**config.mk**
```make
export PLATFORM = sky130hd
export DESIGN_NAME = tpo_port
export DESIGN_NICKNAME = d
export VERILOG_FILES = /design/src/shared/tpo_pkg.sv /design/src/logic/tpo_port.sv /design/src/logic/tpo_trig_sel.sv
export VERILOG_INCLUDE_DIRS = /design/src /design/src/shared
export SDC_FILE = /design/constraint.sdc
export NUM_CORES = 1
export LEC_CHECK = 0
export BUFFER_PORTS_ARGS = -buffer_cell sky130_fd_sc_hd__buf_2
export CAP_MARGIN = 20
export CORE_ASPECT_RATIO = 0.6
export CORE_UTILIZATION = 53
export CTS_BUF_LIST = sky130_fd_sc_hd__clkbuf_4
export CTS_CLUSTER_SIZE = 28
export DETAILED_ROUTE_END_ITERATION = 8
export MAX_ROUTING_LAYER = met4
export PLACE_DENSITY = 0.8
export SETUP_SLACK_MARGIN = 0.05
export SKIP_CTS_REPAIR_TIMING = 1
export SLEW_MARGIN = 20
export SYNTH_ARGS = -nofsm -noshare
export SYNTH_HDL_FRONTEND = slang
export SYNTH_HIERARCHICAL = 1
export SYNTH_SLANG_ARGS = --single-unit
```
**constraint.sdc**
```tcl
create_clock -name clk_i -period 1.31 [get_ports clk_i]
set_input_delay 0.0655 -clock clk_i [delete_from_list [all_inputs] [get_ports clk_i]]
set_output_delay 0.0655 -clock clk_i [all_outputs]
set_load 0.03 [all_outputs]
```
**src/shared/tpo_consts.svh**
```systemverilog
// Notes on behaviour
// Nibble mode: low buffer write sets low nibble, high buffer write high nibble.
// Byte mode: a write to either buffer address loads all eight buffer bits.
// Buffer reads return high nibble over low nibble at either address.
// Buffer bits of pins in plain port mode read as zero.
// Software loads the next pattern before the next trigger event arrives.
// Pins used for triggered output need their direction bit cleared to output.
// Reset sets every direction bit to one, all pins input.
// Per-bit choice of plain or triggered mode; reset selects plain mode.
// Software writes to the output latch do not touch triggered-mode bits.
// Control register holds grouping and trigger source; resets to zero.
// Nibble mode triggers: timer2/timer1, or timer1/pin2 edge when external selected.
// Byte mode: all bits move on timer1, or pin2 edge when external selected.
// Direction, mode and control registers accept single-bit and full writes.
// Low and high buffers sit at addresses of their own.
// On a trigger the buffer is copied to the output latch that cycle.
// A trigger changes only latch bits in triggered mode.
// Low buffer nibble drives pins 0 to 3, high nibble pins 4 to 7.
`ifndef TPO_CONSTS_SVH
`define TPO_CONSTS_SVH

// ----------------------------------------
// Register addresses
// ----------------------------------------
`define TPO_ADDR_BUF_LO 3'h0
`define TPO_ADDR_BUF_HI 3'h1
`define TPO_ADDR_DIR 3'h2
`define TPO_ADDR_MODE 3'h3
`define TPO_ADDR_CTRL 3'h4
`define TPO_ADDR_LATCH 3'h5
`define TPO_ADDR_PINS 3'h6
`define TPO_ADDR_STAT 3'h7

// ----------------------------------------
// Reset values
// ----------------------------------------
`define TPO_DIR_RST 8'hff
`define TPO_MODE_RST 8'h00
`define TPO_CTRL_RST 8'h00
`define TPO_BUF_RST 8'h00
`define TPO_LATCH_RST 8'h00
`define TPO_STAT_RST 8'h00

// ----------------------------------------
// Field positions and masks
// ----------------------------------------
`define TPO_CTRL_EXT_BIT 0
`define TPO_CTRL_BYTE_BIT 1
`define TPO_CTRL_USED 8'h03
`define TPO_STAT_LO_BIT 0
`define TPO_STAT_HI_BIT 1
`define TPO_NIB_LO 8'h0f
`define TPO_NIB_HI 8'hf0
`define TPO_ALL 8'hff

`endif

```
**src/shared/tpo_pkg.sv**
```systemverilog
`default_nettype none
package tpo_pkg;

  typedef logic [2:0] tpo_addr_t;
  typedef logic [7:0] tpo_byte_t;

  // ----------------------------------------
  // State of the port block, all but the loaded_o flop
  // ----------------------------------------
  typedef struct packed {
    tpo_byte_t out_buf;
    tpo_byte_t dir;
    tpo_byte_t pin_oe;
    tpo_byte_t mode_sel;
    tpo_byte_t ctrl;
    tpo_byte_t latch;
    tpo_byte_t stat;
    tpo_byte_t rdata;
    tpo_byte_t pin_meta;
    tpo_byte_t pin_sync;
  } tpo_state_t;

endpackage
`default_nettype wire

```
**src/logic/tpo_port.sv**
```systemverilog
`timescale 1ns/10ps
`default_nettype none
`include "tpo_consts.svh"
module tpo_port (
  // Clock and reset
  input wire logic clk_i,
  input wire logic rst_n_i,
  // Register port
  input wire tpo_pkg::tpo_addr_t addr_i,
  input wire tpo_pkg::tpo_byte_t wdata_i,
  input wire tpo_pkg::tpo_byte_t wmask_i,
  input wire logic wr_i,
  input wire logic rd_i,
  output tpo_pkg::tpo_byte_t rdata_o,
  // Trigger events from the interrupt sources
  input wire logic timer1_match_event_i,
  input wire logic timer2_match_event_i,
  input wire logic ext_pin2_edge_event_i,
  // Shared port pins
  input wire tpo_pkg::tpo_byte_t pin_i,
  output tpo_pkg::tpo_byte_t pin_o,
  output tpo_pkg::tpo_byte_t pin_oe_o,
  // Trigger indication
  output logic [1:0] loaded_o
);
  import tpo_pkg::*;

  tpo_state_t st;
  tpo_state_t next_st;
  logic load_hi;
  logic load_lo;
  logic byte_mode;
  logic [1:0] loaded;
  tpo_byte_t buf_mask;
  tpo_byte_t trig_mask;

  // ----------------------------------------
  // Helpers
  // ----------------------------------------
  // Bits under mask take the new value, the rest keep the old one
  function automatic tpo_byte_t merge(input tpo_byte_t old_v, input tpo_byte_t new_v,
                                      input tpo_byte_t mask);
    merge = (new_v & mask) | (old_v & ~mask);
  endfunction

  // ----------------------------------------
  // Trigger source selection
  // ----------------------------------------
  assign byte_mode = st.ctrl[`TPO_CTRL_BYTE_BIT];

  tpo_trig_sel u_trig_sel (
    .byte_mode_i(byte_mode),
    .external_trigger_select_i(st.ctrl[`TPO_CTRL_EXT_BIT]),
    .timer1_match_event_i(timer1_match_event_i),
    .timer2_match_event_i(timer2_match_event_i),
    .ext_pin2_edge_event_i(ext_pin2_edge_event_i),
    .load_hi_o(load_hi),
    .load_lo_o(load_lo)
  );

  // ----------------------------------------
  // Next state
  // ----------------------------------------
  always_comb begin
    next_st = st;
    loaded = '0;
    loaded[`TPO_STAT_LO_BIT] = load_lo;
    loaded[`TPO_STAT_HI_BIT] = load_hi;
    // Pins come from outside the clock domain
    next_st.pin_meta = pin_i;
    next_st.pin_sync = st.pin_meta;

    // Buffer lanes: one nibble per address, both in byte mode
    if (byte_mode) begin
      buf_mask = `TPO_ALL;
    end else if (addr_i == `TPO_ADDR_BUF_HI) begin
      buf_mask = `TPO_NIB_HI;
    end else begin
      buf_mask = `TPO_NIB_LO;
    end

    if (wr_i) begin
      unique case (addr_i)
        `TPO_ADDR_BUF_LO, `TPO_ADDR_BUF_HI: begin
          next_st.out_buf = merge(st.out_buf, wdata_i, buf_mask & wmask_i);
        end
        `TPO_ADDR_DIR: begin
          next_st.dir = merge(st.dir, wdata_i, wmask_i);
        end
        `TPO_ADDR_MODE: begin
          next_st.mode_sel = merge(st.mode_sel, wdata_i, wmask_i);
        end
        `TPO_ADDR_CTRL: begin
          next_st.ctrl = merge(st.ctrl, wdata_i, wmask_i & `TPO_CTRL_USED);
        end
        `TPO_ADDR_LATCH: begin
          // Triggered bits belong to the hardware
          next_st.latch = merge(st.latch, wdata_i, wmask_i & ~st.mode_sel);
        end
        `TPO_ADDR_STAT: begin
          next_st.stat = st.stat & ~(wdata_i & wmask_i);
        end
        `TPO_ADDR_PINS: begin
          next_st.stat = next_st.stat;
        end
      endcase
    end

    // Output enable kept as its own flop so pins come straight from registers
    next_st.pin_oe = ~next_st.dir;

    // Trigger copy; the buffer must already hold the next pattern
    trig_mask = {{4{load_hi}}, {4{load_lo}}} & st.mode_sel;
    next_st.latch = merge(next_st.latch, st.out_buf, trig_mask);

    // Event flags: a load in the clearing cycle survives
    next_st.stat = next_st.stat | {6'h00, loaded};

    // Read data stands one cycle after the strobe, zero otherwise
    next_st.rdata = 8'h00;
    if (rd_i) begin
      unique case (addr_i)
        `TPO_ADDR_BUF_LO, `TPO_ADDR_BUF_HI: begin
          next_st.rdata = st.out_buf & st.mode_sel;
        end
        `TPO_ADDR_DIR: begin
          next_st.rdata = st.dir;
        end
        `TPO_ADDR_MODE: begin
          next_st.rdata = st.mode_sel;
        end
        `TPO_ADDR_CTRL: begin
          next_st.rdata = st.ctrl;
        end
        `TPO_ADDR_LATCH: begin
          next_st.rdata = st.latch;
        end
        `TPO_ADDR_PINS: begin
          // Output pins read back the latch, inputs the synchronised level
          next_st.rdata = (st.latch & ~st.dir) | (st.pin_sync & st.dir);
        end
        `TPO_ADDR_STAT: begin
          next_st.rdata = st.stat;
        end
      endcase
    end
  end

  // ----------------------------------------
  // State register
  // ----------------------------------------
  always_ff @(posedge clk_i) begin
    if (!rst_n_i) begin
      st.out_buf <= `TPO_BUF_RST;
      st.dir <= `TPO_DIR_RST;
      st.pin_oe <= ~`TPO_DIR_RST;
      st.mode_sel <= `TPO_MODE_RST;
      st.ctrl <= `TPO_CTRL_RST;
      st.latch <= `TPO_LATCH_RST;
      st.stat <= `TPO_STAT_RST;
      st.rdata <= 8'h00;
      st.pin_meta <= 8'h00;
      st.pin_sync <= 8'h00;
      loaded_o <= 2'h0;
    end else begin
      st <= next_st;
      loaded_o <= loaded;
    end
  end

  // ----------------------------------------
  // Outputs
  // ----------------------------------------
  // Direction gates only the drive enable pin_oe_o; pin_o shows the latch on input pins too
  assign pin_o = st.latch;
  assign pin_oe_o = st.pin_oe;
  assign rdata_o = st.rdata;
endmodule
`default_nettype wire

```
**src/logic/tpo_trig_sel.sv**
```systemverilog
`timescale 1ns/10ps
`default_nettype none
module tpo_trig_sel (
  // Configuration
  input wire logic byte_mode_i,
  input wire logic external_trigger_select_i,
  // Events, one-cycle pulses on clk
  input wire logic timer1_match_event_i,
  input wire logic timer2_match_event_i,
  input wire logic ext_pin2_edge_event_i,
  // Nibble loads
  output logic load_hi_o,
  output logic load_lo_o
);
  logic byte_ev;

  always_comb begin
    byte_ev = external_trigger_select_i ? ext_pin2_edge_event_i : timer1_match_event_i;
    if (byte_mode_i) begin
      load_hi_o = byte_ev;
      load_lo_o = byte_ev;
    end else if (external_trigger_select_i) begin
      load_hi_o = timer1_match_event_i;
      load_lo_o = ext_pin2_edge_event_i;
    end else begin
      load_hi_o = timer2_match_event_i;
      load_lo_o = timer1_match_event_i;
    end
  end
endmodule
`default_nettype wire

```
* Word level (Yosys, flattened, before mapping)
Cells that the tools add are included.
** Word-level totals
- Register bits :: 82
- Bits of input ports :: 34
** Operators by class
- Equal/unequal tests :: 7
- Mux-type cells :: 11
- Bitwise operators :: 35
- Reduce and logical (&&, ||, !) cells :: 6
** Operator list (number)
- AND 8 bit :: 17
- NOT 8 bit :: 8
- bitwise OR 8 bit :: 7
- case mux 8 bit (7 select lines) :: 1
- 2-to-1 mux 8 bit :: 6
- 2-to-1 mux 16 bit :: 1
- equality test 3 bit, second input constant :: 4
- AND 8 x 2 -> 8 bit :: 1
- NOT 2 -> 8 bit :: 1
- bitwise OR 8 x 2 -> 8 bit :: 1
- AND reduction 2 bit :: 4
- equality test 3 x 2 -> 1 bit, second input constant :: 2
- equality test 3 x 1 -> 1 bit, second input constant :: 1
- logical NOT 3 bit :: 1
- 2-to-1 mux 1 bit :: 3
- OR reduction 2 bit :: 1

* Depth between registers and ports, before layout
Gate-level depths: netlist of the first run.
- Depth after elaboration :: 9
- Depth in mapped cells :: 6
- Gate-level depth less buffers :: 5

* Modules after synthesis
Netlist of the first run, hierarchy kept.
** By module, submodules not included
- tpo_port :: times used 1, cells an instance 401, area an instance 3624.7 um^2, sequential area each 1521.5 um^2
- tpo_trig_sel :: times used 1, cells an instance 5, area an instance 40.0 um^2, sequential area each 0.0 um^2

* Least setup slack after synthesis of the first run
No wires, ideal clock.
- Path kind :: reg2reg
- Start :: reg with a tool-made name
- End :: reg with a tool-made name
- Arrival time :: 1290 ps
- Data required time :: 1215 ps
- Path slack :: -76 ps
- Cell stages (with the launch flop) :: 6
- Path buffers :: 1
- Cell sequence :: dfxtp_1 nor2_1 a221o_1 buf_1 mux2i_1 a221oi_1

==> impl_metrics.ini, run 1 <==
[worst_setup_path]
crit_type = reg -> reg
worstPathRequired_ns = 1.66
cp-start-kind = flip-flop
end_kind = flip-flop
worstPathArrival_ns = 1.78
path_max_fanout = 8

[yosys]
synth_fp_nets = 440
synth_cells = 406
yosysMostFrequentCell = dfxtp_1
synth_edf_count = 0
synth_area_per_cell_um2 = 9.03
synthTopCellsByCount = dfxtp_1 (76), o21ai_0 (29), buf_4 (27)
synth_area_mm2 = 0.00366
yosys.area.top_type = dfxtp_1
synth-seq-area-share = 0.415
synth_top_cell_area_share = 0.415
yosysWarnings = 6
synth_seq_cells = 76
synth_cell_types = 46
synth_flop_cell = dfxtp_1
synthArstFlopShare = 0
synthTopCellsByArea = dfxtp_1 (42%), buf_4 (5.5%), o21ai_0 (4.0%), nand4_1 (3.8%), and2_1 (3.4%)

[finish]
antenna_cells = 0
regArea_mm2 = 0.00153
areaGrowthSynthToFinish_pct = 26.0
final_nets = 533
fin_util = 0.692
drive_gt1_frac = 0.294
final_cells = 591
multi_input_area_mm2 = 0.00178
nFillCells = 542

[global_route]
grt_pass1_wl_um = 15900
grt_usage = 0.311
grt_max_degree = 24
grt_pass1_vias = 3058
grt-ovfl-total = 0
antenna_found_initial = 0

[floorplanning]
die_w_um = 109
core_mm2 = 0.00668
die_h_um = 66.4
initial_utilization = 0.549
die_area_mm2 = 0.00726
rows = 23
pin_count = 60

[clock_tree]
cts_max_path_buffers = 2
cts_tree = yes
clock_sink_count = 76
numCtsBuffers = 9
htree_levels = 3
cts.clk_slew.worst_paths_ns = 0.12
insertion_delay_ns = 0.44
cts-root-buf = clkbuf_4

[drt]
drt-initial-drc-count = 243
ant_nets = 0
routedWlPerCell_um = 17.6
drt-total-wl_um = 10400
route.detailed.drc = 0
via_per_inst = 6.00
vias = 3544
first_pass_iters = 5

[sta]
max_freq_ghz = 0.699
post-route-period-util = 1.09
finalHoldViolCount = 0
min_period_ns = 1.43
setup_viol = 5
rsz0062_at_grt = yes
final_max_slew_viol_count = 0
slew_headroom = 0.693
fin_worst_hold_slack_ns = 0.0852
layout_setup_ws_ns = -0.120
max_slew.worst_pin.slew_ns = 0.461
fin_worst_skew_ns = 0.0154

[placement]
gp_congestion = 0.948
place_hpwl_um = 7370
dp_cells = 548
dp_worst_setup_slack_ns = -0.114
port_buffers = 59

[run]
drv_cap = 0

[pwr]
vdd_drop_max_uv = 822
p_per_area_mw_per_mm2 = 1050
p_leak_nw = 1.95

[outcome]
outcome = complete, but fails checks
violations = negative setup slack

[hold_path]
min-delay-start = wr_i
hold_path.class = in -> reg
kinds of logic after synthesis:
kind of cell	count (synthesis)	synth area share
buffers and inverters	68	0.105
AOI/OAI and AO/OA	107	0.186
DFF	76	0.415
and+or+nand+nor	143	0.258
xor gates and xnor gates	1	0.00239
muxes	11	0.0331
where the power goes:
| part | total [mW] | switching, mW | internal [mW] |
|---|---|---|---|
| Sequential | 2.40 | 0.0312 | 2.37 |
| Combinational | 0.679 | 0.376 | 0.303 |
| Clock | 1.79 | 0.813 | 0.972 |
area by class of cell:
type / instances / share of cell area
flip-flops and latches: 76 / 0.330
clock buffers: 10 / 0.0163
repair buffers: 138 / 0.212
inverters: 12 / 0.00975
multi-input cells: 262 / 0.386
clock inverters: 6 / 0.0222
well taps: 87 / 0.0236
placed cells by master (no fill, tap or decap), types with 3 or more instances in the layout:
| cell type | Yosys | layout |
|---|---|---|
| a211oi_1 | 3 | 3 |
| a21oi_1 | 18 | 18 |
| a221oi_1 | 4 | 4 |
| a22o_1 | 3 | 3 |
| a311oi_1 | 5 | 4 |
| a31oi_1 | 19 | 19 |
| and2_1 | 20 | 20 |
| and3_1 | 12 | 12 |
| and3b_1 | 6 | 6 |
| and4b_1 | 4 | 4 |
| buf_2 | 11 | 59 |
| buf_4 | 27 | 50 |
| bufinv_16 | 0 | 3 |
| clkbuf_4 | 0 | 10 |
| dfxtp_1 | 76 | 73 |
| dfxtp_2 | 0 | 3 |
| dlygate4sd3_1 | 0 | 27 |
| inv_1 | 12 | 12 |
| mux2_2 | 9 | 9 |
| nand2_1 | 24 | 23 |
| nand2b_1 | 4 | 4 |
| nand3_1 | 15 | 15 |
| nand4_1 | 22 | 22 |
| nand4b_1 | 8 | 8 |
| nor3b_1 | 8 | 8 |
| nor4bb_1 | 3 | 3 |
| o211ai_1 | 3 | 3 |
| o21ai_0 | 29 | 29 |
| o311ai_0 | 3 | 3 |
| o31ai_1 | 14 | 12 |
| or4b_1 | 3 | 3 |
final timing paths:
path | slack (ns) | cells past startpoint | end
setup / recovery | -0.12 | 4 | flip-flop
hold / removal | 0.09 | 4 | st[67]
setup reg to reg | -0.12 | 4 | flip-flop
hold reg to reg | 0.44 | 2 | st[28]
metrics by stage:
step | power [mW] | cell area (µm²) | TNS (ns)
floorplan | 2.80 | 3670 | 0
global placement | 3.04 | 4150 | -0.355
detailed placement | 3.05 | 4150 | -0.979
CTS | 4.82 | 4320 | -0.389
global route | 5.07 | 4620 | -0.828
finish | 4.87 | 4620 | -0.339
worst max-delay path, cell delays in order (launching register included):
cell and delay [ns]:
dfxtp_2 0.37, xor2_1 0.16, a221o_2 0.44, mux2i_1 0.15, a221oi_1 0.23
layer usage:
| metal | wire length [µm] | track usage | vias to the layer above | share of wire |
|---|---|---|---|---|
| met5 | 0 | - | - | 0 |
| met4 | 197 | 0.117 | 0 | 0.019 |
| met3 | 1180 | 0.115 | 25 | 0.11 |
| met2 | 4400 | 0.422 | 186 | 0.42 |
| met1 | 4640 | 0.417 | 1650 | 0.44 |
| li1 | - | - | 1683 | - |
No activity file was read; power rests on OpenSTA's default activity.
==> inputs of run 2 (changes only) <==
- CORE_ASPECT_RATIO: 0.6 -> not set
==> run 2 against run 1 <==
The run still ends with negative setup slack left. Worst setup slack got worse by 0.0082 ns. Cell count fell by 3.4%. Critical path depth rose by 1. Clock skew fell by 0.0023 ns. Die area fell by 0.15%. Via count fell by 2.7%. Worst hold slack got worse by 0.051 ns. Count of clock-buffer cells in the layout did not move. First-iteration DRC count rose by 2.5%. Register-to-register slack barely moved. Critical path type unchanged. Highest routed layer unchanged.
==> impl_metrics.ini, run 2 (synthesis results as in run 1) <==
[sta]
post-route-period-util = 1.10
setup_tns_ns = -0.456
finalHoldViolCount = 0
max_freq_ghz = 0.695
final_max_slew_viol_count = 0
layout_setup_ws_ns = -0.128
min_period_ns = 1.44
max_slew.worst_pin.slew_ns = 0.458
fin_worst_skew_ns = 0.0132
setup_viol = 5
slew_headroom = 0.694
rsz0062_at_grt = yes

[placement]
port_buffers = 59
gp_congestion = 0.939
place_hpwl_um = 6810
placed_area_mm2 = 0.00399

[finish]
layout_common_cells = dfxtp_1 (74), buf_2 (59), buf_4 (36), dlygate4sd3_1 (32), o21ai_0 (28)
drive_gt1_frac = 0.267
final_nets = 523
layout_commonest_cell = dfxtp_1
antenna_cells = 0
areaGrowthSynthToFinish_pct = 21.9
final_area_mm2 = 0.00447
nFillCells = 514

[drt]
via_per_inst = 6.04
vias = 3447
dr_wl_met3_um = 863
route.detailed.drc = 0
drt-initial-drc-count = 249
routedWlPerCell_um = 17.1
first_pass_iters = 5
drt-total-wl_um = 9750
wl_met1_um = 4440
top_layer = met4
ant_nets = 0
dr_wl_met2_um = 4290

[worst_setup_path]
path_max_fanout = 8
worstPathArrival_ns = 1.78
cp-start-kind = flip-flop
crit_type = reg -> reg
worstPathRequired_ns = 1.66
end_kind = flip-flop
r2r_slack_ns = -0.13

[outcome]
violations = negative setup slack
outcome = complete, but fails checks

[global_route]
grt_max_degree = 24
grt-ovfl-total = 0
grt_pass1_wl_um = 14900
grt_usage = 0.272
grt_pass1_vias = 2924
antenna_found_initial = 0

[clock_tree]
insertion_delay_ns = 0.43
clock_sink_count = 76
cts_max_path_buffers = 2
cts.clk_slew.worst_paths_ns = 0.12
cts_tree = yes
numCtsBuffers = 9
cts-root-buf = clkbuf_4
htree_levels = 3

[floorplanning]
pin_count = 60
die_w_um = 85.2
die_area_mm2 = 0.00725
initial_utilization = 0.564
rows = 29
die_h_um = 85.2
core_mm2 = 0.00649

[pwr]
vdd_drop_max_uv = 601
p_per_area_mw_per_mm2 = 952
p_leak_nw = 1.87

[run]
drv_cap = 0

[hold_path]
hold_path.class = in -> reg
run 2: through the flow:
stage	cells	total power [mW]	hold WS, ns	utilization	setup WS [ns]
3_3_place_gp	521	2.99	0.274	0.615	-0.0660
5_1_grt	571	4.43	0.0449	0.688	-0.188
3_5_place_dp	521	3.00	0.276	0.615	-0.105
6_report	571	4.25	0.0347	0.688	-0.128
2_1_floorplan	406	2.80	0.163	-	0.00209
4_1_cts	537	4.20	-0.169	0.633	-0.126
run 2: per-layer routing:
layer / vias up / track usage
li1: 1662 / -
met1: 1582 / 0.382
met2: 187 / 0.392
met3: 16 / 0.0691
met4: 0 / 0.0663
met5: - / -
run 2: critical path, stage by stage (launching register included):
cell and delay, ns:
dfxtp_4 0.37, xor2_1 0.15, a221o_2 0.46, nand2_1 0.11, o311ai_1 0.10, a31oi_1 0.18
run 2: worst paths after layout:
path | startpoint | end | cells after the start
max | flip-flop | flip-flop | 5
min | wr_i | st[67] | 3
max reg2reg | flip-flop | flip-flop | 5
min reg2reg | next_st[5] | st[5] | 1
run 2: area by class of cell:
cell class                 instances  area, µm²  area share
tap                               77       96.3      0.0216
sequential                        76       1530       0.342
clock inverter                     6       40.0     0.00897
timing repair buffer             128        906       0.203
inverter                          12       45.0      0.0101
clock buffer                      10       75.1      0.0168
multi-input combinational        262       1780       0.398
run 2: where the power goes:
group / internal [mW] / total [mW] / leakage [nW] / switching (mW)
registers: 2.37 / 2.40 / 0.620 / 0.0334
clock network: 0.407 / 1.22 / 0.0565 / 0.813
logic: 0.274 / 0.627 / 1.20 / 0.353
total: 3.05 / 4.25 / 1.87 / 1.20
